### config.mk
export PLATFORM = sky130hd
export DESIGN_NAME = eight_bit_timer_prescaler
export DESIGN_NICKNAME = d
export VERILOG_FILES = /design/src/hdl/tmr_pkg.sv /design/src/hdl/eight_bit_timer_prescaler.sv /design/src/hdl/pin_sync.sv
export SDC_FILE = /design/constraint.sdc
export NUM_CORES = 1
export LEC_CHECK = 0
export ABC_AREA = 1
export BUFFER_PORTS_ARGS = -buffer_cell sky130_fd_sc_hd__buf_4
export CORE_MARGIN = 2
export CORE_UTILIZATION = 50
export CTS_BUF_LIST = sky130_fd_sc_hd__clkbuf_4 sky130_fd_sc_hd__clkbuf_8
export DETAILED_ROUTE_END_ITERATION = 8
export GPL_ROUTABILITY_DRIVEN = 0
export PLACE_DENSITY = 0.8
export SETUP_SLACK_MARGIN = 0.02
export SYNTH_ARGS = -nofsm -noshare
export SYNTH_HDL_FRONTEND = slang
export SYNTH_HIERARCHICAL = 1
export SYNTH_SLANG_ARGS = --single-unit
### constraint.sdc
create_clock -name clk_i -period 5.1 [get_ports clk_i]
set_clock_uncertainty 0.15 [all_clocks]
set_input_delay 0.255 -clock clk_i [delete_from_list [all_inputs] [get_ports clk_i]]
set_output_delay 0.255 -clock clk_i [all_outputs]
set_load 0.02 [all_outputs]
### src/hdl/tmr_pkg.sv
// Shared constants for the eight-bit timer with its shared prescaler.
// Assumes a word-wide register port whose byte address is four times the register index.
package tmr_pkg;

    // Register indexes and the byte addresses derived from them.
    localparam logic [7:0] TIMER_COUNT_IDX = 8'h01;
    localparam logic [7:0] INTERRUPT_CONTROL_IDX = 8'h0B;
    localparam logic [7:0] OPTION_CONTROL_IDX = 8'h81;
    localparam int ADDR_W = 10;
    localparam logic [ADDR_W-1:0] TIMER_COUNT_ADDR = {TIMER_COUNT_IDX, 2'h0};
    localparam logic [ADDR_W-1:0] INTERRUPT_CONTROL_ADDR = {INTERRUPT_CONTROL_IDX, 2'h0};
    localparam logic [ADDR_W-1:0] OPTION_CONTROL_ADDR = {OPTION_CONTROL_IDX, 2'h0};

    // Field positions in the interrupt control register.
    localparam int OVERFLOW_FLAG_BIT = 2;
    localparam int OVERFLOW_INT_ENABLE_BIT = 5;

    // Field positions in the option control register.
    localparam int CLOCK_SOURCE_SELECT_BIT = 5;
    localparam int EDGE_POLARITY_BIT = 4;
    localparam int PRESCALER_ASSIGN_BIT = 3;
    localparam int PRESCALE_RATE_LSB = 0;
    localparam int PRESCALE_RATE_W = 3;

    // Values after reset, and the last count before the wrap to 00h.
    localparam logic [7:0] OPTION_CONTROL_RST = 8'hFF;
    localparam logic [7:0] TIMER_COUNT_RST = 8'h00;
    localparam logic [7:0] TIMER_COUNT_MAX = 8'hFF;

    // Instruction cycles in which counting stays suppressed after a count write.
    localparam logic [1:0] WRITE_INHIBIT_CYCLES = 2'h2;

    // Synchroniser depth on the external count pin.
    localparam int SYNC_STAGES = 2;

endpackage

### src/hdl/eight_bit_timer_prescaler.sv
// Eight-bit timer/counter with a prescaler shared exclusively with the watchdog.
// Assumes one clk_i period is one instruction cycle and that sleep and watchdog clear
// come from core logic on the same clock; the count pin is asynchronous.
//
// Overview of operation
// - Clock source clear and no prescaler: count increments every instruction cycle.
// - A write to the count suppresses counting for the next two cycles.
// - Clock source set counts pin edges; polarity bit clear rising, set falling.
// - The count pin is synchronised before use, adding a fixed delay.
// - Wrap from FFh to 00h sets the overflow flag.
// - Interrupt request is the overflow flag gated by its enable bit.
// - Sleep stops the timer, so no overflow can occur while asleep.
// - One eight-bit prescaler serves either the timer or the watchdog.
// - Prescaler count has no read or write path; only its setup shows.
// - Assignment and rate sit in option bits 3:0; timer ratios 1:2 to 1:256.
// - Assignment set routes the prescaler to the watchdog, ratios 1:1 to 1:128.
// - With timer assignment, a count write clears the prescaler, assignment untouched.
// - With watchdog assignment, watchdog clear resets prescaler and watchdog.
// - Assignment may change at any time without reset or halt.
`timescale 1ns/100ps

module eight_bit_timer_prescaler (
    input wire logic clk_i,
    input wire logic reset_i,
    input wire logic [tmr_pkg::ADDR_W-1:0] addr_i,
    input wire logic [31:0] wdata_i,
    input wire logic wr_i,
    input wire logic rd_i,
    output logic [31:0] rdata_o,
    input wire logic ext_count_pin_i,
    input wire logic sleep_i,
    input wire logic watchdog_tick_i,
    input wire logic watchdog_clear_instruction_i,
    output logic watchdog_post_tick_o,
    output logic watchdog_reset_o,
    output logic irq_o
);

    typedef struct packed {
        logic [7:0] timer_count;
        logic [7:0] option_control;
        logic overflow_flag;
        logic overflow_int_enable;
        logic [7:0] prescaler;
        logic [1:0] inhibit;
        logic ext_prev;
        logic assign_prev;
        logic [7:0] rdata;
        logic watchdog_post;
        logic watchdog_reset;
    } state_type;

    state_type s_q;
    state_type s_d;

    logic ext_level;
    logic timer_wr;
    logic intctl_wr;
    logic option_wr;
    logic rise;
    logic fall;
    logic src_tick;
    logic gated_tick;
    logic to_watchdog;
    logic [2:0] rate;
    logic [7:0] timer_mask;
    logic [7:0] watchdog_mask;
    logic [7:0] pre_mask;
    logic pre_in;
    logic pre_wrap;
    logic pre_clear;
    logic timer_inc;
    logic [7:0] intctl_view;

    pin_sync u_pin_sync (
        .clk_i(clk_i),
        .reset_i(reset_i),
        .pin_i(ext_count_pin_i),
        .level_o(ext_level)
    );

    always_comb begin
        s_d = s_q;
        timer_wr = wr_i && (addr_i == tmr_pkg::TIMER_COUNT_ADDR);
        intctl_wr = wr_i && (addr_i == tmr_pkg::INTERRUPT_CONTROL_ADDR);
        option_wr = wr_i && (addr_i == tmr_pkg::OPTION_CONTROL_ADDR);
        to_watchdog = s_q.option_control[tmr_pkg::PRESCALER_ASSIGN_BIT];
        rate = s_q.option_control[tmr_pkg::PRESCALE_RATE_LSB +: tmr_pkg::PRESCALE_RATE_W];

        // Edges are taken only from the synchronised level.
        rise = ext_level && !s_q.ext_prev;
        fall = !ext_level && s_q.ext_prev;
        if (s_q.option_control[tmr_pkg::CLOCK_SOURCE_SELECT_BIT]) begin
            src_tick = s_q.option_control[tmr_pkg::EDGE_POLARITY_BIT] ? fall : rise;
        end else begin
            src_tick = 1'b1;
        end

        // A pending inhibit, sleep or a write in this very cycle stops the timer path.
        gated_tick = src_tick && (s_q.inhibit == 2'h0) && !sleep_i && !timer_wr;

        // Timer ratio is 2^(n+1), watchdog ratio 2^n; the mask is ratio minus one.
        timer_mask = 8'hFF >> (3'h7 - rate);
        watchdog_mask = 8'(9'h0FF >> (4'h8 - {1'h0, rate}));
        pre_mask = to_watchdog ? watchdog_mask : timer_mask;

        // The watchdog keeps running in sleep, so its path ignores sleep_i.
        pre_in = to_watchdog ? watchdog_tick_i : gated_tick;
        // Matching only the selected low bits lets a rate change take effect at once,
        // instead of waiting for the full eight-bit count to roll over.
        pre_wrap = pre_in && ((s_q.prescaler & pre_mask) == pre_mask);
        timer_inc = to_watchdog ? gated_tick : pre_wrap;

        // Clearing on an assignment change avoids a short first period on the new owner.
        pre_clear = (timer_wr && !to_watchdog)
            || (watchdog_clear_instruction_i && to_watchdog)
            || (to_watchdog != s_q.assign_prev);
        if (pre_clear) begin
            s_d.prescaler = 8'h00;
        end else if (pre_in) begin
            s_d.prescaler = pre_wrap ? 8'h00 : s_q.prescaler + 8'h01;
        end
        s_d.assign_prev = to_watchdog;
        s_d.watchdog_post = to_watchdog && pre_wrap && !pre_clear;
        s_d.watchdog_reset = watchdog_clear_instruction_i && to_watchdog;
        s_d.ext_prev = ext_level;

        if (timer_wr) begin
            s_d.inhibit = tmr_pkg::WRITE_INHIBIT_CYCLES;
        end else if (s_q.inhibit != 2'h0) begin
            s_d.inhibit = s_q.inhibit - 2'h1;
        end

        if (timer_wr) begin
            s_d.timer_count = wdata_i[7:0];
        end else if (timer_inc) begin
            s_d.timer_count = s_q.timer_count + 8'h01;
        end

        // The overflow event beats a clear written in the same cycle.
        if (intctl_wr && wdata_i[tmr_pkg::OVERFLOW_FLAG_BIT]) begin
            s_d.overflow_flag = 1'b0;
        end
        if (timer_inc && (s_q.timer_count == tmr_pkg::TIMER_COUNT_MAX)) begin
            s_d.overflow_flag = 1'b1;
        end
        if (intctl_wr) begin
            s_d.overflow_int_enable = wdata_i[tmr_pkg::OVERFLOW_INT_ENABLE_BIT];
        end
        if (option_wr) begin
            s_d.option_control = wdata_i[7:0];
        end

        intctl_view = 8'h00;
        intctl_view[tmr_pkg::OVERFLOW_FLAG_BIT] = s_q.overflow_flag;
        intctl_view[tmr_pkg::OVERFLOW_INT_ENABLE_BIT] = s_q.overflow_int_enable;

        // The prescaler count has no address, so it can never be read or written.
        s_d.rdata = 8'h00;
        if (rd_i) begin
            unique case (addr_i)
                tmr_pkg::TIMER_COUNT_ADDR: begin
                    s_d.rdata = s_q.timer_count;
                end
                tmr_pkg::INTERRUPT_CONTROL_ADDR: begin
                    s_d.rdata = intctl_view;
                end
                tmr_pkg::OPTION_CONTROL_ADDR: begin
                    s_d.rdata = s_q.option_control;
                end
                default: begin
                    s_d.rdata = 8'h00;
                end
            endcase
        end
    end

    always_ff @(posedge clk_i) begin
        if (reset_i) begin
            s_q <= '0;
            s_q.timer_count <= tmr_pkg::TIMER_COUNT_RST;
            s_q.option_control <= tmr_pkg::OPTION_CONTROL_RST;
            s_q.assign_prev <= tmr_pkg::OPTION_CONTROL_RST[tmr_pkg::PRESCALER_ASSIGN_BIT];
        end else begin
            s_q <= s_d;
        end
    end

    assign rdata_o = {24'h000000, s_q.rdata};
    assign irq_o = s_q.overflow_flag && s_q.overflow_int_enable;
    assign watchdog_post_tick_o = s_q.watchdog_post;
    assign watchdog_reset_o = s_q.watchdog_reset;
endmodule

### src/hdl/pin_sync.sv
// Two-stage level synchroniser for an asynchronous input pin.
// Assumes the pin may change at any time relative to clk_i.
`timescale 1ns/100ps

module pin_sync (
    input wire logic clk_i,
    input wire logic reset_i,
    input wire logic pin_i,
    output logic level_o
);

    typedef struct packed {
        logic [tmr_pkg::SYNC_STAGES-1:0] stage;
    } sync_state_type;

    sync_state_type s_q;
    sync_state_type s_d;

    // The first stage feeds only the second one; nothing else looks at it.
    always_comb begin
        s_d = s_q;
        s_d.stage = {s_q.stage[tmr_pkg::SYNC_STAGES-2:0], pin_i};
    end

    always_ff @(posedge clk_i) begin
        if (reset_i) begin
            s_q <= '0;
        end else begin
            s_q <= s_d;
        end
    end

    assign level_o = s_q.stage[tmr_pkg::SYNC_STAGES-1];

endmodule

==> results.tsv, run 1 <==
stage	metric	value	unit
critical_path	criticalPathCategory	reg -> reg	
worst_hold_path	holdCritPathClass	in -> reg	
critical_path	crit_path_end_kind	flip-flop	
synth	synth_edf_count	0	
route	wl	4443	um
timing	fmax	488.5	MHz
clocking	clkSinkCount	42	
run_status	status	completed	
clocking	h-tree-depth	2	
floorplan	placementRows	25	
power	irDropWorstVdd	165.6	uV
synth	synth_seq_cells	42	
synth	ys_top_cells_by_area	dfxtp_1 35%, nand2_1 12%, buf_4 10%, inv_1 6.0%, nand3_1 5.5%	
cells_and_area	layout-drive-gt1-share	0.1868	
place	preCtsSetupSlack	3.072	ns
synth	synth.avg_cell_area	7.133	um^2
timing	relSlewSlack	0.5725	
floorplan	die_area	0.005333	mm^2
global_routing	grt_max_degree	29	
floorplan	die_w	73.03	um
cells_and_area	n_fill_cell	448	
place	placed_cell_area	0.002539	mm^2
timing	finalMaxSlewViolations	0	
synth	synth_top_area_frac	0.3529	
floorplan	ioPinCount	85	
route	vias_per_cell	4.797	
power	power_density	232.3	mW/mm^2
floorplan	design.core.area	0.004661	mm^2
synth	yosys.cell_types.count	35	
global_routing	grt-ovfl-total	0	
critical_path	crit_start	rate[0]	
power	p_total	0.6143	mW
timing	worstMarginPinSlew	0.6354	ns
global_routing	grt_antenna_before_repair	0	
clocking	clk_latency	0.30	ns
clocking	cts-resized-gates	0	
route	drt-pass1-iter-count	4	
critical_path	rr_worst_depth	14	
clocking	clockRootBuffer	clkbuf_8	
route	drc	0	
run	max_cap_violations	0	
critical_path	required	5.14	ns
cells_and_area	final_net_count	416	
floorplan	start_util	0.5111	
route	antenna_left	0	
synth	synthFlopType	dfxtp_1	
floorplan	floorplan.die.height	73.03	um
critical_path	reg2reg_from	rate[0]	
cells_and_area	area_growth	10.98	%
clocking	clk_pin_slew	0.08	ns
critical_path	worstPathArrival	2.08	ns
timing	period_share	0.4014	
synth	synth_common_cells	78 x nand2_1, 42 x dfxtp_1, 38 x inv_1	
critical_path	cp_max_fo	9	
timing	setup_tns	0	ns
timing	finalSetupViolCount	0	
place	dpl.hpwl	3342	um
timing	fin_crit	2.047	ns
synth	synth_most_common_cell	nand2_1	
global_routing	grt_pass1_wl	7583	um
timing	grt_setup_unrepaired	no	
critical_path	reg2reg_slack	3.05	ns
route	wl_per_cell	10.63	um
timing	setup_ws	3.053	ns
place	portBuffers	36	
timing	final_hold_viol_count	0	
route	topRoutingLayerUsed	met4	
synth	syn_area	0.002382	mm^2
cells_and_area	n_antenna_cell	0	
power	p_leak	1.287	nW
critical_path	worstReg2RegEnd	s_q[33]	
clocking	numCtsBuffers	5	
route	num_vias	2005	
synth	netlist_instances	334	
global_routing	grt_pass1_vias	1742	
synth	yosysWarnings	6	
route	drt-met1-wl	2094	um
clocking	cts_hold_buf	1	
clocking	cts_setup_buffers	0	
synth	postSynth.asyncResetShare	0	
clocking	cts_buffer_depth	2	
route	met2_length	1997	um
synth	synth_top_area_cell	dfxtp_1	
synth	synth-seq-area-share	0.3529	
route	drt_iter0_drc	97	
cells_and_area	final_area	0.002644	mm^2
route	wl_met3	263	um
global_routing	grt_usage	0.1811	
clocking	cts_tree	done	
critical_path	crit_path_start_kind	flip-flop	
critical_path	crit_end	s_q[33]	
==> state kept, by name (all words and copies together) (netlist names) <==
register,count
rate,3
rdata_o,8
watchdog_reset_o,1
watchdog_post_tick_o,1
u_pin_sync/s_q,2
s_d,1
s_q,24
intctl_view,2
==> power by group <==
part	internal, mW	leakage, nW	switching (mW)	total, mW
Clock	0.115	0.0517	0.112	0.227
Sequential	0.330	0.340	0.00153	0.331
Combinational	0.0194	0.895	0.0368	0.0561
==> layer usage <==
layer / vias up / GRT usage
li1: 1064 / -
met1: 874 / 0.2365
met2: 59 / 0.2763
met3: 8 / 0.04282
met4: 0 / 0.09465
met5: - / 0
==> final cells by class <==
class	count	area, um^2	share of cell area
Inverter	43	167.7	0.06342
Multi-Input combinational cell	234	1192	0.4510
Tap cell	54	67.56	0.02556
Clock buffer	7	90.09	0.03407
Sequential cell	42	840.8	0.3180
Clock inverter	1	5.005	0.001893
Timing Repair Buffer	37	280.3	0.1060
==> metrics by stage <==
| step | utilization | std cells | hold WS, ns |
|---|---|---|---|
| after detailed placement | 0.5447 | 409 | 0.2489 |
| final | 0.5672 | 418 | 0.05870 |
| after CTS | 0.5672 | 418 | 0.05282 |
| after global placement | 0.5447 | 409 | 0.2403 |
| after floorplan | - | 357 | 0.1741 |
| after global routing | 0.5672 | 418 | 0.04810 |
==> logic make-up after synthesis <==
kind of cell | count (synthesis) | synth area share
and+or+nand+nor | 152 | 0.3067
buffers and inverters | 81 | 0.1828
AOI/OAI and AO/OA | 46 | 0.1066
DFF | 42 | 0.3529
xor gates and xnor gates | 8 | 0.02941
adders and majority gates | 3 | 0.01576
other | 1 | 0.001574
muxes | 1 | 0.004202
==> cell usage in the layout (no fill, tap or decap), types with 3 or more instances in the layout <==
cell type  instances
nand2_4            5
dfxtp_1           42
nor3_1             3
nand2_2            4
xor2_1             5
conb_1            24
nor2_1            18
nand3_1           26
nor2_2             3
a21oi_1           24
o21ai_0           12
o211ai_1           8
nand4_1            3
clkbuf_8           6
nand2_1           78
ha_1               3
inv_1             38
xnor2_1            3
buf_4             36
==> worst max-delay path, stage by stage, from the launching register on <==
cell and delay [ns]:
dfxtp_1 0.40, inv_1 0.08, ha_1 0.29, nand2_1 0.13, nand3_1 0.09, nand2_1 0.06
nand2_1 0.04, nand2_1 0.05, nand2_1 0.04, nand2_1 0.11, nand3_2 0.11, nand2_4 0.14
nand2_4 0.10, nand2_1 0.08, a21oi_1 0.06
==> worst min-delay path by stage <==
stage                                 start                end  slack, ns  cells after the start
2_1_floorplan                       reset_i            s_q[38]       0.17                      1
3_3_place_gp              u_pin_sync/s_q[0]  u_pin_sync/s_q[1]       0.24                      2
3_5_place_dp              u_pin_sync/s_q[0]  u_pin_sync/s_q[1]       0.25                      2
4_1_cts        watchdog_clear_instruction_i   watchdog_reset_o       0.05                      3
5_1_grt        watchdog_clear_instruction_i   watchdog_reset_o       0.05                      3
6_report       watchdog_clear_instruction_i   watchdog_reset_o       0.06                      3
No activity file was read; power rests on OpenSTA's default activity.
==> run 2: changes to the inputs <==
--- a/config.mk
+++ b/config.mk
@@ -5,14 +5,14 @@
 export SDC_FILE = /design/constraint.sdc
 export NUM_CORES = 1
 export LEC_CHECK = 0
-export ABC_AREA = 1
+export ABC_AREA = 0
 export BUFFER_PORTS_ARGS = -buffer_cell sky130_fd_sc_hd__buf_4
 export CORE_MARGIN = 2
-export CORE_UTILIZATION = 50
+export CORE_UTILIZATION = 47
 export CTS_BUF_LIST = sky130_fd_sc_hd__clkbuf_4 sky130_fd_sc_hd__clkbuf_8
 export DETAILED_ROUTE_END_ITERATION = 8
 export GPL_ROUTABILITY_DRIVEN = 0
-export PLACE_DENSITY = 0.8
+export PLACE_DENSITY = 0.79
 export SETUP_SLACK_MARGIN = 0.02
 export SYNTH_ARGS = -nofsm -noshare
 export SYNTH_HDL_FRONTEND = slang
==> constraint.sdc (replaced) <==
create_clock -name clk_i -period 1.75 [get_ports clk_i]
set_clock_uncertainty 0.15 [all_clocks]
set_input_delay 0.0875 -clock clk_i [delete_from_list [all_inputs] [get_ports clk_i]]
set_output_delay 0.0875 -clock clk_i [all_outputs]
set_load 0.02 [all_outputs]
==> run 2 against run 1 <==
Effect of this change:
- the flow now finishes with violations (setup timing)
- worst hold slack got worse by 0.048 ns
- fmax decreased by 6.5%
- synthesized cell count decreased by 19%
- register-to-register slack got worse by 3.5 ns
- largest power group unchanged
- highest routed layer unchanged
==> results.tsv, run 2 <==
stage	metric	value	unit	change
synth	synthAdderAreaFrac	0.01542		-0.0003401
timing	grt_setup_unrepaired	yes		
clocking	clockRootBuffer	clkbuf_8		
place	dp_cells	385		-5.9%
cells_and_area	instances_no_fill	411		-1.7%
critical_path	slowest_delay	0.42	ns	+0.02 ns
power	irDropWorstVdd	343.7	uV	+110%
critical_path	crit_path_start_kind	flip-flop		
cells_and_area	area_growth	31.60	%	
synth	synth_seq_cells	42		unchanged
place	preCtsSetupSlack	-0.3566	ns	-3.429 ns
critical_path	criticalPathCategory	reg -> reg		
critical_path	crit_buf_inv	1		unchanged
run_status	status	complete, but fails checks		
global_routing	grt-ovfl-total	0		unchanged
route	num_vias	2139		+6.7%
cells_and_area	n_fill_cell	384		-14%
synth	synth.area.mux_share	0.04625		+0.04205
synth	yosys.cell_types.count	61		+74%
timing	final_hold_viol_count	0		unchanged
route	vias_per_cell	5.204		+8.5%
synth	syn_area	0.002435	mm^2	+2.2%
synth	synth_top_area_frac	0.3453		-0.007617
power	p_int	1.385	mW	+200%
clocking	cts_tree	done		
synth	synth_edf_count	0		unchanged
route	drt-pass1-iter-count	4		unchanged
global_routing	grt_pass1_vias	2017		+16%
synth	synth_top_family_by_area	simple AND/OR/NAND/NOR gates		
timing	period_share	1.251		+0.8496
synth	synth.avg_cell_area	9.051	um^2	+27%
synth	synth-seq-area-share	0.3453		-0.007617
global_routing	grt_antenna_before_repair	0		unchanged
cells_and_area	max_flop_register	s_q		
synth	synth_compound_area_frac	0.1562		+0.04960
clocking	clkSinkCount	42		unchanged
floorplan	floorplan.die.height	75.98	um	+4.0%
run	max_cap_violations	0		unchanged
clocking	cts_buffer_depth	2		unchanged
cells_and_area	layout-drive-gt1-share	0.3460		+0.1592
global_routing	grt_usage	0.1992		+0.01811
power	power_density	572.4	mW/mm^2	+150%
worst_hold_path	hold_depth	4		+1
global_routing	grt_max_degree	30		+3.4%
cells_and_area	final_cell_mix	67 x buf_4, 38 x nor2_1, 37 x dfxtp_1, 24 x conb_1, 13 x inv_1		
cells_and_area	final_net_count	393		-5.5%
clocking	h-tree-depth	2		unchanged
critical_path	crit_slowest_cell	a311o_4		
route	antenna_left	0		unchanged
synth	synth_common_cells	42 x dfxtp_1, 38 x nor2_1, 32 x buf_4		
floorplan	die_w	75.98	um	+4.0%
critical_path	cp_max_fo	6		-3
critical_path	crit_path_end_kind	flip-flop		
critical_path	crit_cells	8		-6
synth	yosysWarnings	6		unchanged
cells_and_area	n_antenna_cell	0		unchanged
timing	setup_ws	-0.4392	ns	-3.492 ns
critical_path	required	1.77	ns	-3.37 ns
clocking	numCtsBuffers	5		unchanged
cells_and_area	largest_reg_flops	24		unchanged
timing	finalSetupViolCount	18		+18
power	swShare	0.2449		about the same
run_status	violations	setup timing		
synth	synth_top_area_cell	dfxtp_1		
power	seqPwrFrac	0.525		-0.015
floorplan	design.core.area	0.005042	mm^2	+8.2%
route	wl_per_cell	14.77	um	+39%
synth	synth_most_common_cell	dfxtp_1		
synth	synthXorXnorAreaFrac	0.04676		+0.01735
synth	ys_top_cells_by_area	dfxtp_1 35%, buf_4 9.9%, nor2_1 5.9%, mux2i_1 3.7%, a211o_1 2.5%		
power	p_leak	1.379	nW	+7.1%
floorplan	start_util	0.4829		-0.02826
synth	postSynth.asyncResetShare	0		unchanged
critical_path	cp_top_family	compound AO/OA/AOI/OAI gates		
critical_path	rr_worst_depth	8		-6
clocking	clk_pin_slew	0.08	ns	about the same
floorplan	placementRows	26		+4.0%
global_routing	grt_pass1_wl	9397	um	+24%
power	p_switching	0.4491	mW	+200%
cells_and_area	final_common_cell	buf_4		
route	drc	0		unchanged
route	drt_iter0_drc	213		+120%
cells_and_area	fin_util	0.6355		+0.06824
place	portBuffers	36		unchanged
power	p_total	1.834	mW	+200%
timing	fmax	456.8	MHz	-6.5%
floorplan	die_area	0.005772	mm^2	+8.2%
synth	synthSimpleGateAreaFrac	0.2482		-0.05852
timing	whs	0.01093	ns	-0.04777 ns
synth	synthFlopType	dfxtp_1		
place	dpl.hpwl	3995	um	+20%
route	wl	6072	um	+37%
critical_path	worstPathArrival	2.21	ns	+0.13 ns
power	pwr-share-comb	0.117		+0.026
clocking	clk_latency	0.29	ns	about the same
critical_path	path_cells	inv_4 > ha_4 > nor3b_4 > o21bai_4 > a311o_4 > nand2_2 > mux2i_2 > a211oi_2		
synth	netlist_instances	269		-19%
floorplan	ioPinCount	85		unchanged
timing	finalMaxSlewViolations	0		unchanged
power	clock_power_share	0.358		-0.011
worst_hold_path	holdCritPathClass	in -> reg		
timing	fin_crit	2.189	ns	+0.1420 ns
-- run 2: cell types whose count changed after synthesis, moves of 10 or more --
| cell | change |
|---|---|
| nand2_1 | -69 |
| inv_1 | -23 |
| nand3_1 | -20 |
| nor2_1 | +20 |
| a21oi_1 | -18 |
| o21ai_0 | -10 |
-- run 2: repair_timing --
| action | 4_1_cts | 5_1_grt |
|---|---|---|
| endpoints found under the hold margin | 15 | 0 |
| endpoints found under the setup margin | 18 | 18 |
| hold buffers | 12 | 0 |
| pin swaps | 9 | 12 |
| setup buffers | 1 | 5 |
| resized for setup | 9 | 10 |
-- run 2: kinds of logic (layout without fill, tap and decap cells) --
family / Yosys count / count (layout)
and+or+nand+nor: 101 / 101
muxes: 11 / 11
adders and majority gates: 3 / 3
buffers and inverters: 56 / 105
other: 1 / 24
AOI/OAI and AO/OA: 42 / 42
xor gates and xnor gates: 13 / 13
DFF: 42 / 42
-- run 2: power by group through the flow --
stage	logic [mW]	registers, mW	clock network, mW
floorplan	0.148	0.987	0
global placement	0.185	0.985	0
detailed placement	0.186	0.985	0
CTS	0.210	0.963	0.665
global route	0.227	0.964	0.713
finish	0.214	0.963	0.657
-- run 2: worst paths after layout --
| path | slack [ns] | endpoint | startpoint |
|---|---|---|---|
| worst max-delay path | -0.44 | s_q[33] | rate[0] |
| worst min-delay path | 0.01 | s_q[39] | wdata_i[7] |
| worst max register to register | -0.44 | s_q[33] | rate[0] |
| worst min register to register | 0.29 | u_pin_sync/s_q[1] | u_pin_sync/s_q[0] |
-- run 2: area by class of cell --
cell class	instances	area, um^2	area share
repair buffers	82	665.6	0.2077
clock inverters	1	5.005	0.001562
well taps	70	87.58	0.02733
inverters	15	58.81	0.01835
flip-flops and latches	42	852.1	0.2659
clock buffers	7	90.09	0.02811
multi-input cells	194	1445	0.4510
-- run 2: routing by layer --
metal	global-route usage	part of all wire	vias up
li1	-	-	1026
met1	0.2228	0.40	1015
met2	0.3750	0.52	75
met3	0.03555	0.047	23
met4	0.07455	0.032	0
met5	0	0	-
-- run 2: through the flow --
step	instance area (um^2)	setup TNS, ns
detailed placement	2844	-5.391
finish	3204	-5.850
floorplan	2549	-2.318
global route	3204	-7.033
CTS	3108	-4.124
global placement	2844	-4.211
-- run 2: worst register-to-register path, stage by stage (launching register included) --
cell,delay (ns)
dfxtp_4,0.37
inv_4,0.04
ha_4,0.25
nor3b_4,0.27
o21bai_4,0.10
a311o_4,0.42
nand2_2,0.11
mux2i_2,0.26
a211oi_2,0.11
==> run 3: changes to the inputs <==
--- a/config.mk
+++ b/config.mk
@@ -12,6 +12,7 @@
 export CTS_BUF_LIST = sky130_fd_sc_hd__clkbuf_4 sky130_fd_sc_hd__clkbuf_8
 export DETAILED_ROUTE_END_ITERATION = 8
 export GPL_ROUTABILITY_DRIVEN = 0
+export HOLD_SLACK_MARGIN = 0.08
 export PLACE_DENSITY = 0.79
 export SETUP_SLACK_MARGIN = 0.02
 export SYNTH_ARGS = -nofsm -noshare
==> run 3 against run 2 <==
Effect of this change:
- the flow still finishes with violations (setup timing)
- flip-flop and latch count unchanged
- combinational power rose by 5%
- total power grew 0.90%
- final cell count up 1.5%
- wire length grew 1.4%
- largest power group unchanged
- clock power rose by 0.9%
- critical path depth stayed put
- highest routed layer unchanged
- sequential share of layout area shrank 0.44 points
- worst hold slack better by 0.095 ns
- count of clock-buffer cells in the layout unchanged
- fmax up 0.73%
==> results.tsv, run 3 (same netlist as run 2, synthesis figures left out) <==
stage	metric	value	unit	change
run_status	status	complete, but fails checks		
run_status	violations	setup timing		
timing	fmax	460.1	MHz	+0.73%
clocking	cts_buffer_depth	2		unchanged
cells_and_area	final_net_count	399		+1.5%
clocking	h-tree-depth	2		unchanged
power	p_leak	1.411	nW	+2.4%
clocking	cts_tree	done		
power	p_total	1.851	mW	+0.90%
clocking	clk_latency	0.30	ns	about the same
critical_path	crit_path_start_kind	flip-flop		
route	vias_per_cell	5.204		about the same
floorplan	die_w	75.98	um	unchanged
critical_path	rr_worst_depth	8		unchanged
cells_and_area	multiInputGateArea	0.001444	mm^2	about the same
cells_and_area	n_fill_cell	375		-2.3%
cells_and_area	final_common_cell	buf_4		
critical_path	crit_slowest_cell	a311o_4		
floorplan	ioPinCount	85		unchanged
global_routing	grt_antenna_before_repair	0		unchanged
timing	finalMaxSlewViolations	0		unchanged
worst_hold_path	hold_depth	4		unchanged
worst_hold_path	whs_endpoint	watchdog_post_tick_o		
route	wl	6155	um	+1.4%
floorplan	placementRows	26		unchanged
power	irDropWorstVdd	372.4	uV	+8.4%
cells_and_area	area_growth	33.81	%	
clocking	numCtsBuffers	5		unchanged
route	wl_per_cell	14.76	um	about the same
clocking	clkSinkCount	42		unchanged
floorplan	start_util	0.4829		unchanged
worst_hold_path	holdCritPathClass	in -> reg		
cells_and_area	n_antenna_cell	0		unchanged
power	power_density	568.0	mW/mm^2	-0.77%
timing	fin_crit	2.173	ns	-0.01588 ns
route	drc	0		unchanged
worst_hold_path	min-delay-start	watchdog_tick_i		
floorplan	die_area	0.005772	mm^2	unchanged
critical_path	cp_max_fo	6		unchanged
critical_path	path_cells	inv_4 > ha_4 > nor3b_4 > o21bai_4 > a311o_4 > nand2_2 > mux2i_2 > a211oi_2		
timing	grt_setup_unrepaired	yes		
timing	finalSetupViolCount	18		unchanged
clocking	clk_pin_slew	0.07	ns	about the same
timing	setup_ws	-0.4234	ns	+0.01588 ns
floorplan	design.core.area	0.005042	mm^2	unchanged
critical_path	reg2reg_slack	-0.42	ns	+0.02 ns
global_routing	grt_max_degree	30		unchanged
critical_path	worstReg2RegEnd	s_q[33]		
critical_path	slowest_delay	0.42	ns	about the same
place	portBuffers	36		unchanged
global_routing	grt-ovfl-total	0		unchanged
route	num_vias	2170		+1.4%
cells_and_area	max_flop_register	s_q		
global_routing	grt_pass1_vias	2049		+1.6%
critical_path	crit_path_end_kind	flip-flop		
critical_path	reg2reg_from	rate[0]		
floorplan	floorplan.die.height	75.98	um	unchanged
route	drt_iter0_drc	147		-31%
critical_path	worstPathArrival	2.19	ns	-0.02 ns
route	antenna_left	0		unchanged
route	drt-pass1-iter-count	4		unchanged
timing	period_share	1.242		-0.009073
global_routing	grt_pass1_wl	9418	um	+0.22%
cells_and_area	final_cell_mix	69 x buf_4, 38 x nor2_1, 37 x dfxtp_1, 24 x conb_1, 16 x dlygate4sd3_1		
cells_and_area	largest_reg_flops	24		unchanged
critical_path	criticalPathCategory	reg -> reg		
cells_and_area	regArea	852.1	um^2	unchanged
clocking	clockRootBuffer	clkbuf_8		
global_routing	grt_usage	0.1989		-0.0002521
place	preCtsSetupSlack	-0.3566	ns	unchanged
run	max_cap_violations	0		unchanged
place	dpl.hpwl	3995	um	unchanged
cells_and_area	layout-drive-gt1-share	0.3516		+0.005544
timing	final_hold_viol_count	0		unchanged
critical_path	required	1.77	ns	about the same
## run 3: how the worst max path moves through the flow
stage / endpoint / start / slack, ns / cells after the start
after floorplan: s_q[33] / rate[0] / -0.28 / 8
after global placement: s_q[18] / s_d[10] / -0.28 / 7
after detailed placement: s_q[33] / rate[0] / -0.36 / 8
after CTS: s_q[33] / rate[0] / -0.31 / 8
after global routing: s_q[33] / rate[0] / -0.49 / 8
final: s_q[33] / rate[0] / -0.42 / 8
## run 3: layer usage
layer	track usage	share of wire	wire length, um
met5	0	0	0
met4	0.1018	0.032	194
met3	0.03199	0.055	338
met2	0.3652	0.51	3153
met1	0.2213	0.40	2469
## run 3: critical path, delay by kind of cell, from the launching register on
kind	cells	cell delay, ns
adders and majority gates	1	0.25
muxes	1	0.25
and+or+nand+nor	2	0.38
AOI/OAI and AO/OA	3	0.62
buffers and inverters	1	0.04
DFF	1	0.37
## run 3: power breakdown
| group | internal, mW | switching, mW |
|---|---|---|
| logic | 0.0996 | 0.124 |
| clock network | 0.334 | 0.329 |
| registers | 0.959 | 0.00442 |
| total | 1.39 | 0.458 |
## run 3: layout make-up
type                    count  share of cell area
clock buffers               7             0.02765
clock inverters             1            0.001536
inverters                  15             0.01805
multi-input cells         194              0.4432
flip-flops and latches     42              0.2615
well taps                  70             0.02688
repair buffers             88              0.2212
## run 3: per-stage QoR
| step | utilization | TNS (ns) | hold slack [ns] | std cells | cell area (um^2) |
|---|---|---|---|---|---|
| after floorplan | - | -2.318 | 0.009111 | 292 | 2549 |
| after global placement | 0.5640 | -4.211 | 0.1462 | 385 | 2844 |
| after detailed placement | 0.5640 | -5.391 | 0.1633 | 385 | 2844 |
| after CTS | 0.6243 | -4.124 | 0.09809 | 410 | 3148 |
| after global routing | 0.6462 | -7.371 | 0.1108 | 417 | 3258 |
| final | 0.6462 | -6.012 | 0.1055 | 417 | 3258 |
## run 3: timing repair
item                                    CTS  global route
gates resized for setup                   9            11
hold buffers                             16             0
endpoints found under the setup margin   18            18
pin swaps                                 9            14
setup buffers                             1             7
hold endpoints to repair                 27             0
